--- src/dolc_regs.vh ---
`ifndef DOLC_REGS_VH
`define DOLC_REGS_VH
`define DOLC_ADDR_CTRL      4'h0
`define DOLC_ADDR_CFG       4'h4
`define DOLC_ADDR_STATUS    4'h8
`define DOLC_ADDR_OSCDIV    4'hc
`define DOLC_CTRL_OVERRIDE  8'h01
`define DOLC_CFG_IDLE_BIT   0
`define DOLC_CFG_OSCEN_BIT  1
`define DOLC_CFG_EQ_BIT     2
`define DOLC_CFG_LFR_BIT    3
`define DOLC_CFG_SSC_LSB    4
`define DOLC_CFG_OSCCK_BIT  7
`define DOLC_CFG_RESET      8'h00
`define DOLC_OSCDIV_RESET   8'h04
`define DOLC_LOCK_EDGES     8'h10
`define DOLC_LOSS_CYCLES    8'h40
`define DOLC_SSC_DIV_HI_A   12'd2168
`define DOLC_SSC_DIV_HI_B   12'd1300
`define DOLC_SSC_DIV_LO_A   12'd625
`define DOLC_SSC_DIV_LO_B   12'd385
`endif

--- src/dolc_sync.v ---
`timescale 1ns/100ps
`default_nettype none
module dolc_sync (
  input  wire       core_clk,
  input  wire       rst,
  input  wire [7:0] asyncIn,
  output reg  [7:0] syncOut
);
  reg [7:0] stage1Reg;
  reg [7:0] stage2Reg;
  reg [7:0] stage3Reg;

  // Value accepted only once the second and third stages agree
  always @(posedge core_clk) begin
    if (rst) begin
      stage1Reg <= 8'h00;
      stage2Reg <= 8'h00;
      stage3Reg <= 8'h00;
      syncOut   <= 8'h00;
    end else begin
      stage1Reg <= asyncIn;
      stage2Reg <= stage1Reg;
      stage3Reg <= stage2Reg;
      syncOut   <= (stage2Reg & stage3Reg) | (syncOut & (stage2Reg | stage3Reg));
    end
  end
endmodule
`default_nettype wire

--- src/dolc_top.v ---
`timescale 1ns/100ps
`default_nettype none
`include "dolc_regs.vh"
module dolc_top (
  input  wire        core_clk,
  input  wire        rst,
  input  wire        powerDownN,
  input  wire        outDriveEnable,
  input  wire        idleOutputSelectStrap,
  input  wire        fallbackOscSelectStrap,
  input  wire        rxEqualizerBoostStrap,
  input  wire        lowFreqRangeSelStrap,
  input  wire [2:0]  spreadCodeStrap,
  input  wire        autoDetectMode,
  input  wire        recoveredClk,
  input  wire        embeddedClkPresent,
  input  wire [3:0]  recoveredData,
  input  wire        selfTestResult,
  output reg         lockOut,
  output reg         parallelClockOut,
  output reg         parallelClockOutEn,
  output reg  [3:0]  parallelDataLanes,
  output reg  [3:0]  parallelDataLanesEn,
  output reg         passOut,
  output reg         passOutEn,
  output reg         rxEqualizerBoost,
  output reg         sleepState,
  output reg         sscActive,
  output reg  [11:0] sscDivider,
  output reg  [2:0]  sscDeviationCode,
  input  wire [3:0]  s_axi_awaddr,
  input  wire        s_axi_awvalid,
  output reg         s_axi_awready,
  input  wire [31:0] s_axi_wdata,
  input  wire [3:0]  s_axi_wstrb,
  input  wire        s_axi_wvalid,
  output reg         s_axi_wready,
  output reg  [1:0]  s_axi_bresp,
  output reg         s_axi_bvalid,
  input  wire        s_axi_bready,
  input  wire [3:0]  s_axi_araddr,
  input  wire        s_axi_arvalid,
  output reg         s_axi_arready,
  output reg  [31:0] s_axi_rdata,
  output reg  [1:0]  s_axi_rresp,
  output reg         s_axi_rvalid,
  input  wire        s_axi_rready
);
  localparam [3:0] ST_DOWN = 4'b0001;
  localparam [3:0] ST_SEEK = 4'b0010;
  localparam [3:0] ST_LOCK = 4'b0100;
  localparam [3:0] ST_SLEEP = 4'b1000;

  ////////////////////////////////////////////////////////////////////////////////
  // Pin synchronisers
  wire [7:0] syncPins;
  dolc_sync pinSync (
    .core_clk (core_clk),
    .rst      (rst),
    .asyncIn  ({2'b00, powerDownN, outDriveEnable, recoveredClk, embeddedClkPresent, idleOutputSelectStrap,
                fallbackOscSelectStrap}),
    .syncOut  (syncPins)
  );
  wire pdnS    = syncPins[5];
  wire oenS    = syncPins[4];
  wire rclkS   = syncPins[3];
  wire embS    = syncPins[2];
  wire idleStr = syncPins[1];
  wire oscStr  = syncPins[0];

  ////////////////////////////////////////////////////////////////////////////////
  // Registers
  reg [7:0] ctrl_reg;
  reg [7:0] cfg_reg;
  reg [7:0] oscDiv_reg;
  reg [3:0] state_reg;
  reg [3:0] state_next;
  reg [7:0] edgeCnt_reg;
  reg [7:0] lossCnt_reg;
  reg       rclkPrev_reg;
  reg [7:0] oscCnt_reg;
  reg       oscClk_reg;
  reg       useOsc_reg;
  reg [3:0] awAddr_reg;
  reg       awHave_reg;
  reg [31:0] wData_reg;
  reg [3:0] wStrb_reg;
  reg       wHave_reg;

  wire regMode  = (ctrl_reg == `DOLC_CTRL_OVERRIDE);
  wire idleSel  = regMode ? cfg_reg[`DOLC_CFG_IDLE_BIT] : idleStr;
  wire oscSel   = regMode ? cfg_reg[`DOLC_CFG_OSCEN_BIT] : oscStr;
  wire lfrSel   = regMode ? cfg_reg[`DOLC_CFG_LFR_BIT] : lowFreqRangeSelStrap;
  wire [2:0] sscSel = regMode ? cfg_reg[`DOLC_CFG_SSC_LSB+2:`DOLC_CFG_SSC_LSB] : spreadCodeStrap;
  wire rclkRise = rclkS & ~rclkPrev_reg;
  wire rclkEdge = rclkS ^ rclkPrev_reg;
  wire locked   = (state_reg == ST_LOCK);
  wire enterDown = (state_reg != ST_DOWN) && (state_next == ST_DOWN);

  // Spread divider select: lower band when range select is high
  function [11:0] sscDivFor;
    input       lfr;
    input [2:0] code;
    begin
      if (code == 3'b000)
        sscDivFor = 12'd0;
      else if (lfr)
        sscDivFor = code[2] && (code[1:0] != 2'b00) ? `DOLC_SSC_DIV_LO_B : `DOLC_SSC_DIV_LO_A;
      else
        sscDivFor = code[2] && (code[1:0] != 2'b00) ? `DOLC_SSC_DIV_HI_B : `DOLC_SSC_DIV_HI_A;
    end
  endfunction

  ////////////////////////////////////////////////////////////////////////////////
  // Lock state machine
  always @* begin
    state_next = state_reg;
    case (state_reg)
      ST_DOWN: begin
        if (pdnS && (!autoDetectMode || embS))
          state_next = ST_SEEK;
      end
      ST_SEEK: begin
        if (!pdnS)
          state_next = ST_DOWN;
        else if (edgeCnt_reg >= `DOLC_LOCK_EDGES)
          state_next = ST_LOCK;
      end
      ST_LOCK: begin
        if (!pdnS)
          state_next = ST_DOWN;
        else if (!embS || lossCnt_reg >= `DOLC_LOSS_CYCLES)
          state_next = autoDetectMode ? ST_DOWN : ST_SLEEP;
      end
      ST_SLEEP: begin
        if (!pdnS)
          state_next = ST_DOWN;
        else if (embS)
          state_next = ST_SEEK;
      end
      default: state_next = ST_DOWN;
    endcase
  end

  always @(posedge core_clk) begin
    if (rst) begin
      state_reg    <= ST_DOWN;
      edgeCnt_reg  <= 8'h00;
      lossCnt_reg  <= 8'h00;
      rclkPrev_reg <= 1'b0;
      lockOut      <= 1'b0;
      sleepState   <= 1'b0;
    end else begin
      state_reg    <= state_next;
      rclkPrev_reg <= rclkS;
      lockOut      <= (state_next == ST_LOCK);
      sleepState   <= (state_next == ST_SLEEP) || (state_next == ST_DOWN);
      if (state_reg != ST_SEEK || !embS)
        edgeCnt_reg <= 8'h00;
      else if (rclkRise && edgeCnt_reg != 8'hff)
        edgeCnt_reg <= edgeCnt_reg + 8'h01;
      if (rclkEdge || !locked)
        lossCnt_reg <= 8'h00;
      else if (lossCnt_reg != 8'hff)
        lossCnt_reg <= lossCnt_reg + 8'h01;
    end
  end

  ////////////////////////////////////////////////////////////////////////////////
  // Fallback oscillator and glitch-free source switch
  always @(posedge core_clk) begin
    if (rst) begin
      oscCnt_reg <= 8'h00;
      oscClk_reg <= 1'b0;
      useOsc_reg <= 1'b0;
    end else begin
      if (oscCnt_reg >= oscDiv_reg) begin
        oscCnt_reg <= 8'h00;
        oscClk_reg <= ~oscClk_reg;
      end else begin
        oscCnt_reg <= oscCnt_reg + 8'h01;
      end
      // Swap only while both sources are low so the output level never jumps
      if (!rclkS && !oscClk_reg && !parallelClockOut)
        useOsc_reg <= !locked;
    end
  end

  ////////////////////////////////////////////////////////////////////////////////
  // Output state table
  reg  clkEn_next;
  wire clkSrc = useOsc_reg ? oscClk_reg : rclkS;

  always @* begin
    if (!pdnS || state_reg == ST_DOWN)
      clkEn_next = 1'b0;
    else if (locked)
      clkEn_next = oenS && !useOsc_reg;
    else
      clkEn_next = oenS && idleSel && oscSel && cfg_reg[`DOLC_CFG_OSCCK_BIT] && useOsc_reg;
  end

  always @(posedge core_clk) begin
    if (rst) begin
      parallelClockOut    <= 1'b0;
      parallelClockOutEn  <= 1'b0;
      parallelDataLanes   <= 4'h0;
      parallelDataLanesEn <= 4'h0;
      passOut             <= 1'b0;
      passOutEn           <= 1'b0;
    end else begin
      parallelClockOut  <= clkSrc;
      parallelDataLanes <= recoveredData;
      passOut           <= locked && !oenS ? 1'b1 : selfTestResult;
      // Enable moves only while the clock being loaded is low, so no runt pulse leaves the pin;
      // a source stuck high delays the change until it falls
      if (!clkSrc)
        parallelClockOutEn <= clkEn_next;
      if (!pdnS || state_reg == ST_DOWN) begin
        parallelDataLanesEn <= 4'h0;
        passOutEn           <= 1'b0;
      end else if (locked && oenS) begin
        parallelDataLanesEn <= 4'hf;
        passOutEn           <= 1'b1;
      end else if (locked) begin
        parallelDataLanesEn <= 4'h0;
        passOutEn           <= 1'b1;
      end else begin
        parallelDataLanesEn <= 4'h0;
        passOutEn           <= 1'b0;
      end
    end
  end

  ////////////////////////////////////////////////////////////////////////////////
  // Equalizer and spread spectrum
  always @(posedge core_clk) begin
    if (rst) begin
      rxEqualizerBoost <= 1'b0;
      sscActive        <= 1'b0;
      sscDivider       <= 12'd0;
      sscDeviationCode <= 3'b000;
    end else begin
      rxEqualizerBoost <= regMode ? cfg_reg[`DOLC_CFG_EQ_BIT] : rxEqualizerBoostStrap;
      sscActive        <= (sscSel != 3'b000) && locked;
      sscDivider       <= sscDivFor(lfrSel, sscSel);
      sscDeviationCode <= sscSel;
    end
  end

  ////////////////////////////////////////////////////////////////////////////////
  // AXI4-Lite slave
  wire wrFire = awHave_reg && wHave_reg && !s_axi_bvalid;

  always @(posedge core_clk) begin
    if (rst || enterDown) begin
      ctrl_reg   <= 8'h00;
      cfg_reg    <= `DOLC_CFG_RESET;
      oscDiv_reg <= `DOLC_OSCDIV_RESET;
    end else if (wrFire && wStrb_reg[0]) begin
      // Sleep leaves these untouched
      if (awAddr_reg == `DOLC_ADDR_CTRL)
        ctrl_reg <= wData_reg[7:0];
      else if (awAddr_reg == `DOLC_ADDR_CFG)
        cfg_reg <= wData_reg[7:0];
      else if (awAddr_reg == `DOLC_ADDR_OSCDIV)
        oscDiv_reg <= wData_reg[7:0];
    end
  end

  always @(posedge core_clk) begin
    if (rst) begin
      awAddr_reg    <= 4'h0;
      awHave_reg    <= 1'b0;
      wData_reg     <= 32'h00000000;
      wStrb_reg     <= 4'h0;
      wHave_reg     <= 1'b0;
      s_axi_awready <= 1'b0;
      s_axi_wready  <= 1'b0;
      s_axi_bvalid  <= 1'b0;
      s_axi_bresp   <= 2'b00;
      s_axi_arready <= 1'b0;
      s_axi_rvalid  <= 1'b0;
      s_axi_rdata   <= 32'h00000000;
      s_axi_rresp   <= 2'b00;
    end else begin
      s_axi_awready <= !awHave_reg && !(s_axi_awvalid && s_axi_awready);
      s_axi_wready  <= !wHave_reg && !(s_axi_wvalid && s_axi_wready);
      if (s_axi_awvalid && s_axi_awready) begin
        awAddr_reg <= s_axi_awaddr;
        awHave_reg <= 1'b1;
      end
      if (s_axi_wvalid && s_axi_wready) begin
        wData_reg <= s_axi_wdata;
        wStrb_reg <= s_axi_wstrb;
        wHave_reg <= 1'b1;
      end
      if (wrFire) begin
        awHave_reg   <= 1'b0;
        wHave_reg    <= 1'b0;
        s_axi_bvalid <= 1'b1;
        s_axi_bresp  <= (awAddr_reg == `DOLC_ADDR_STATUS) ? 2'b00 :
                        (awAddr_reg[1:0] != 2'b00) ? 2'b10 : 2'b00;
      end else if (s_axi_bvalid && s_axi_bready) begin
        s_axi_bvalid <= 1'b0;
      end
      s_axi_arready <= !s_axi_rvalid && !s_axi_arready && s_axi_arvalid;
      if (s_axi_arvalid && s_axi_arready) begin
        s_axi_rvalid <= 1'b1;
        s_axi_rresp  <= 2'b00;
        if (s_axi_araddr == `DOLC_ADDR_CTRL)
          s_axi_rdata <= {24'h000000, ctrl_reg};
        else if (s_axi_araddr == `DOLC_ADDR_CFG)
          s_axi_rdata <= {24'h000000, cfg_reg};
        else if (s_axi_araddr == `DOLC_ADDR_STATUS)
          s_axi_rdata <= {24'h000000, useOsc_reg, sleepState, lockOut, 1'b0, state_reg};
        else if (s_axi_araddr == `DOLC_ADDR_OSCDIV)
          s_axi_rdata <= {24'h000000, oscDiv_reg};
        else begin
          s_axi_rdata <= 32'h00000000;
          s_axi_rresp <= 2'b10;
        end
      end else if (s_axi_rvalid && s_axi_rready) begin
        s_axi_rvalid <= 1'b0;
      end
    end
  end
endmodule
`default_nettype wire

--- config.mk ---
export PLATFORM = sky130hd
export DESIGN_NAME = dolc_top
export DESIGN_NICKNAME = d
export VERILOG_FILES = /design/src/dolc_sync.v /design/src/dolc_top.v
export VERILOG_INCLUDE_DIRS = /design/src
export SDC_FILE = /design/constraint.sdc
export NUM_CORES = 1
export LEC_CHECK = 0
export BUFFER_PORTS_ARGS = -buffer_cell sky130_fd_sc_hd__buf_4
export CAP_MARGIN = 20
export CORE_UTILIZATION = 30
export CTS_CLUSTER_SIZE = 8
export DETAILED_ROUTE_END_ITERATION = 16
export GPL_TIMING_DRIVEN = 0
export PLACE_DENSITY = 0.51
export SLEW_MARGIN = 30
export SYNTH_ARGS = -nofsm -noshare
export SYNTH_HDL_FRONTEND = slang
export SYNTH_SLANG_ARGS = --single-unit
--- constraint.sdc ---
create_clock -name core_clk -period 2 [get_ports core_clk]
set_input_delay 0.1 -clock core_clk [delete_from_list [all_inputs] [get_ports core_clk]]
set_output_delay 0.1 -clock core_clk [all_outputs]
set_load 0.01 [all_outputs]
==> results of run 1 <==
[cells in the final DEF, fill, tap and decap left out, types with 3 or more instances in the layout]
master	count
or3_1	3
mux2i_1	28
nor3_1	26
and4_1	4
nand2_1	46
nor2_1	76
and2_1	5
ha_1	13
a221oi_1	7
a22o_1	7
clkbuf_1	11
nand4_1	6
nand3_1	22
mux2_2	9
buf_1	4
inv_1	13
nand2b_1	6
and3_1	6
dfxtp_1	130
buf_2	3
a21oi_1	40
xor2_1	10
dlygate4sd3_1	34
clkbuf_16	17
xnor2_1	7
buf_4	120
dfxtp_2	3
buf_6	3
o21ai_0	15
conb_1	27
clkinvlp_4	4
nor2b_1	29
clkinv_4	3
[path summary, 6_finish.rpt]
check	endpoint	slack [ps]	cells after the start
max	oscClk_reg$_SDFFE_PP0P_	80	6
min reg2reg	pinSync.stage2Reg[2]$_SDFF_PP0_	440	1
max reg2reg	oscClk_reg$_SDFFE_PP0P_	80	6
min	awAddr_reg[3]$_SDFFE_PP0P_	30	3
[logic make-up (layout without fill, tap and decap cells)]
logic type               count (synthesis)  count (layout)  share of synthesized area [%]
AND/OR/NAND/NOR                        254             254                           23.8
flip-flops                             133             133                           46.3
AO/OA/AOI/OAI                           91              91                           10.4
buffers and inverters                   68             220                           7.12
multiplexers                            38              38                           6.83
XOR/XNOR                                17              17                           2.59
adder cells (fa/ha/maj)                 13              13                           2.83
other                                    1              27                         0.0652
[per-layer routing]
metal	global-route usage (%)	part of all wire (%)
met5	0	0
met4	5.78	1.6
met3	3.76	3.9
met2	24.4	47
met1	19.4	48
[area by class of cell]
type / count / area [um2]
Multi-Input combinational cell: 440 / 2800
Buffer: 55 / 362
Tap cell: 234 / 293
Clock inverter: 13 / 150
Timing Repair Buffer: 120 / 986
Sequential cell: 133 / 2670
Fill cell: 1885 / 11000
Clock buffer: 19 / 443
Inverter: 13 / 48.8
[critical path: cells and delay by family (launching register included)]
family / cells / cell delay, ps
simple gates: 1 / 210
mux: 1 / 350
flops: 1 / 340
buf+inv: 1 / 50
fa+ha+maj: 1 / 290
compound gates: 2 / 560
[per-stage QoR]
stage,util [%],setup slack (ps)
2_1_floorplan,-,108
3_3_place_gp,36.1,-109
3_5_place_dp,36.1,-118
4_1_cts,41.2,-66.4
5_1_grt,41.3,10.6
6_report,41.3,79.8
[report_power, final]
group	internal (W)	switching, W
registers	0.00273	0.0000662
logic	0.000272	0.000238
clock network	0.00189	0.00121
[repair_timing]
action	4_1_cts	5_1_grt
setup buffers	1	0
pin swaps	1	2
gates resized for setup	2	8
setup endpoints to repair	22	30
endpoints found under the hold margin	31	0
hold buffers	34	0
==> results.json, run 1 <==
{
  "grt_pass1_wl_um": 23200,
  "dieHeight_um": 140,
  "critPathMaxStageDelay_ps": 360,
  "ir_worst_vdd_mv": 0.587,
  "cts.sinks": 133,
  "slew_headroom_pct": 53.0,
  "stdcell_area_mm2": 0.00775,
  "wl_um": 14300,
  "wire_per_inst_um": 13.9,
  "setup-tns-final_ps": 0,
  "synth-edff-count": 0,
  "ios": 140,
  "fin_cells": 1027,
  "drc": 0,
  "drt_iter0_markers": 204,
  "status": "completed",
  "clk_path_buf_depth": 2,
  "start_util_pct": 30.6,
  "worst-endpoint-required_ps": 2310,
  "holdWs_ps": 27.3,
  "dieArea_mm2": 0.0197,
  "die_w_um": 140,
  "final_nets": 861,
  "via_count": 4813,
  "ys.flop_type": "dfxtp_1",
  "grt_max_degree": 17,
  "worst_setup_path_start_kind": "flip-flop",
  "h-tree-depth": 4,
  "ys_seq_elements": 133,
  "antenna_cells": 0,
  "port_buffers": 85,
  "clkTransAtPathRegs_ps": 60,
  "timing.final.crit_share_pct": 96.0,
  "p_leak_nw": 3.21,
  "grt_pass1_vias": 4615,
  "synthCells": 615,
  "clkLatencyLatePin_ps": 420,
  "crit_slowest_cell": "a221o_1",
  "dp_cells": 960,
  "cts_buffers": 17,
  "synthesis.area_mm2": 0.00575,
  "r2r_start": "oscDiv_reg[6]$_SDFFE_PP0P_",
  "rows": 50,
  "p_total_w": 0.00641,
  "synth_most_common_cell": "dfxtp_1",
  "final_max_slew_viol_count": 0,
  "power.density_mw_per_mm2": 826,
  "finalSetupViolations": 0,
  "hold_path.class": "in -> reg",
  "async_flop_share_pct": 0,
  "synthTopCellsByCount": "133 x dfxtp_1, 76 x nor2_1, 46 x nand2_1, 40 x a21oi_1, 34 x buf_4",
  "syn-mean-instance-area_um2": 9.35,
  "ant_nets": 0,
  "hp-start": "s_axi_awvalid",
  "synth_area_leaders": "dfxtp_1 46%, nor2_1 5.0%, mux2i_1 4.9%",
  "yosys_warnings": 0,
  "worst_pin_slew_ps": 700,
  "max_cap_violations": 0,
  "end_kind": "flip-flop",
  "root_buffer": "clkbuf_16",
  "synth_top_area_share_pct": 46.3,
  "grt_overflow": 0,
  "area_delta_synth_final_pct": 34.8,
  "critical_path_class": "reg -> reg",
  "crit_chain": "inv_1, ha_1, and4_4, a221o_1, a31oi_4, mux2_2",
  "antenna_found_initial": 0,
  "fmax_ghz": 0.521,
  "hold_violations": 0,
  "yosysTopAreaCell": "dfxtp_1",
  "drive_above_1_share_pct": 24.0,
  "critical_path.startpoint": "oscDiv_reg[6]$_SDFFE_PP0P_",
  "cp_max_fo": 3,
  "hpwl_um": 10300,
  "rsz0062_at_grt": "false",
  "via_per_inst": 4.69,
  "cts_tree": "built",
  "grt_util_all_layers_pct": 15.1,
  "firstDrtPassIters": 4,
  "core_area_mm2": 0.0188,
  "clock_skew_ps": 12.4,
  "ys_types": 62,
  "post_dp_cell_area_mm2": 0.00678,
  "min_period_ps": 1920,
  "cp_data_arrival_time_ps": 2230,
  "seq_area_frac_synth_pct": 46.3,
  "routabilityCongestion": 0.796
}
Power figures use the tool's default switching activity.
==> run 2, diff against run 1 <==
ABC_CLOCK_PERIOD_IN_PS = 2000   (was not set)
CORE_UTILIZATION = 40   (was 30)
PLACE_DENSITY = 0.64   (was 0.51)
==> results.json, run 2 (synthesis results as in run 1) <==
{
  "status": "completed",
  "grt_overflow": 0,
  "post_dp_cell_area_mm2": 0.00671,
  "hold_violations": 0,
  "ir_worst_vdd_mv": 0.539,
  "p_total_w": 0.00624,
  "final_max_slew_viol_count": 0,
  "critical_path_class": "reg -> reg",
  "stdcell_area_mm2": 0.00763,
  "dp_cells": 906,
  "grt_max_degree": 17,
  "worst_pin_slew_ps": 709,
  "clock_skew_ps": 6.11,
  "ant_nets": 0,
  "antenna_cells": 0,
  "drt_iter0_markers": 307,
  "finalSetupViolations": 0,
  "start_util_pct": 41.3,
  "grt_util_all_layers_pct": 19.1,
  "dieHeight_um": 122,
  "power.density_mw_per_mm2": 817,
  "slew_headroom_pct": 52.4,
  "worst_setup_path_start_kind": "flip-flop",
  "cp_max_fo": 3,
  "cts.sinks": 133,
  "die_w_um": 122,
  "cp_data_arrival_time_ps": 2240,
  "via_per_inst": 4.95,
  "min_period_ps": 1940,
  "wire_per_inst_um": 14.3,
  "cts_tree": "built",
  "end_kind": "flip-flop",
  "grt.busiest_layer": "met2",
  "worst-endpoint-required_ps": 2310,
  "final_common_cell": "dfxtp_1",
  "rows": 43,
  "dieArea_mm2": 0.0149,
  "timing.final.crit_share_pct": 96.9,
  "clkLatencyLatePin_ps": 420,
  "met1_usage_pct": 24.6,
  "p_leak_nw": 3.20,
  "setup-tns-final_ps": 0,
  "met2_usage_pct": 30.5,
  "hold_path.class": "in -> reg",
  "hpwl_um": 9900,
  "final_nets": 860,
  "via_count": 4803,
  "ios": 140,
  "grt_pass1_wl_um": 21800,
  "layout_common_cells": "130 x dfxtp_1, 120 x buf_4, 75 x nor2_1",
  "fill_cells": 1228,
  "grt_pass1_vias": 4483,
  "h-tree-depth": 4,
  "max_cap_violations": 0,
  "drc": 0,
  "area_delta_synth_final_pct": 32.8,
  "wl_um": 13800,
  "clkTransAtPathRegs_ps": 50,
  "routabilityCongestion": 0.856,
  "antenna_found_initial": 0,
  "clk_path_buf_depth": 2,
  "firstDrtPassIters": 7,
  "root_buffer": "clkbuf_16",
  "cts_buffers": 17,
  "port_buffers": 85,
  "fin_cells": 970,
  "drive_above_1_share_pct": 23.2,
  "core_area_mm2": 0.0139,
  "fmax_ghz": 0.516,
  "use_met3_pct": 5.10
}
==> run 2: changes by cell type in the layout (fill, tap and decap cells not counted), moves of 2 or more <==
cell	previous run	this run
clkinvlp_4	4	0
clkinv_4	3	0
inv_6	2	0
clkbuf_1	11	16
clkinv_2	1	3
==> run 2: where the power goes <==
part / leakage, nW / total (W) / internal, W / switching, W
logic: 1.84 / 0.000506 / 0.000271 / 0.000236
registers: 1.08 / 0.00280 / 0.00273 / 0.0000666
clock network: 0.271 / 0.00293 / 0.00188 / 0.00105
==> run 2: worst paths after layout <==
check	cells past startpoint	start	slack, ps	end
worst min-delay path	3	s_axi_awvalid	20	awAddr_reg[2]$_SDFFE_PP0P_
worst max register to register	6	oscDiv_reg[4]$_SDFFE_PP0P_	60	oscClk_reg$_SDFFE_PP0P_
worst min register to register	1	pinSync.stage1Reg[1]$_SDFF_PP0_	430	pinSync.stage2Reg[1]$_SDFF_PP0_
worst max-delay path	6	oscDiv_reg[4]$_SDFFE_PP0P_	60	oscClk_reg$_SDFFE_PP0P_
==> run 2: repair_timing <==
| action | CTS | global route |
|---|---|---|
| hold buffers | 33 | 0 |
| buffers inserted | 1 | 0 |
| pin swaps | 1 | 2 |
| setup endpoints to repair | 2 | 30 |
| hold endpoints to repair | 31 | 0 |
| resized for setup | 1 | 9 |
==> run 2: worst max-delay path, stage by stage, from the launching register on <==
cell     delay, ps
dfxtp_1        360
inv_1           60
ha_1           300
and4_4         190
a221o_1        370
a31oi_4        200
mux2_2         350
==> run 2: through the flow <==
step           util, %  setup WS (ps)  hold slack [ps]
6_report          54.8           62.7             20.3
3_3_place_gp      48.2          -76.0              314
2_1_floorplan        -            108              221
4_1_cts           54.6          -51.8             7.66
3_5_place_dp      48.2          -87.5              314
5_1_grt           54.8          -7.88             19.3
==> run 2: area by class of cell <==
class	instances	area, um2	area share (%)
multi-input cells	440	2810	36.8
flip-flops and latches	133	2670	34.9
repair buffers	119	976	12.8
clock buffers	25	475	6.23
plain buffers	55	360	4.72
well taps	180	225	2.95
clock inverters	5	75.1	0.984
inverters	13	48.8	0.639
==> run 2: metal layers <==
metal	wire length, um	part of all wire, %	vias up
met5	0	0	-
met4	230	1.7	0
met3	743	5.4	21
met2	6440	46	129
met1	6430	46	2234
li1	-	-	2419
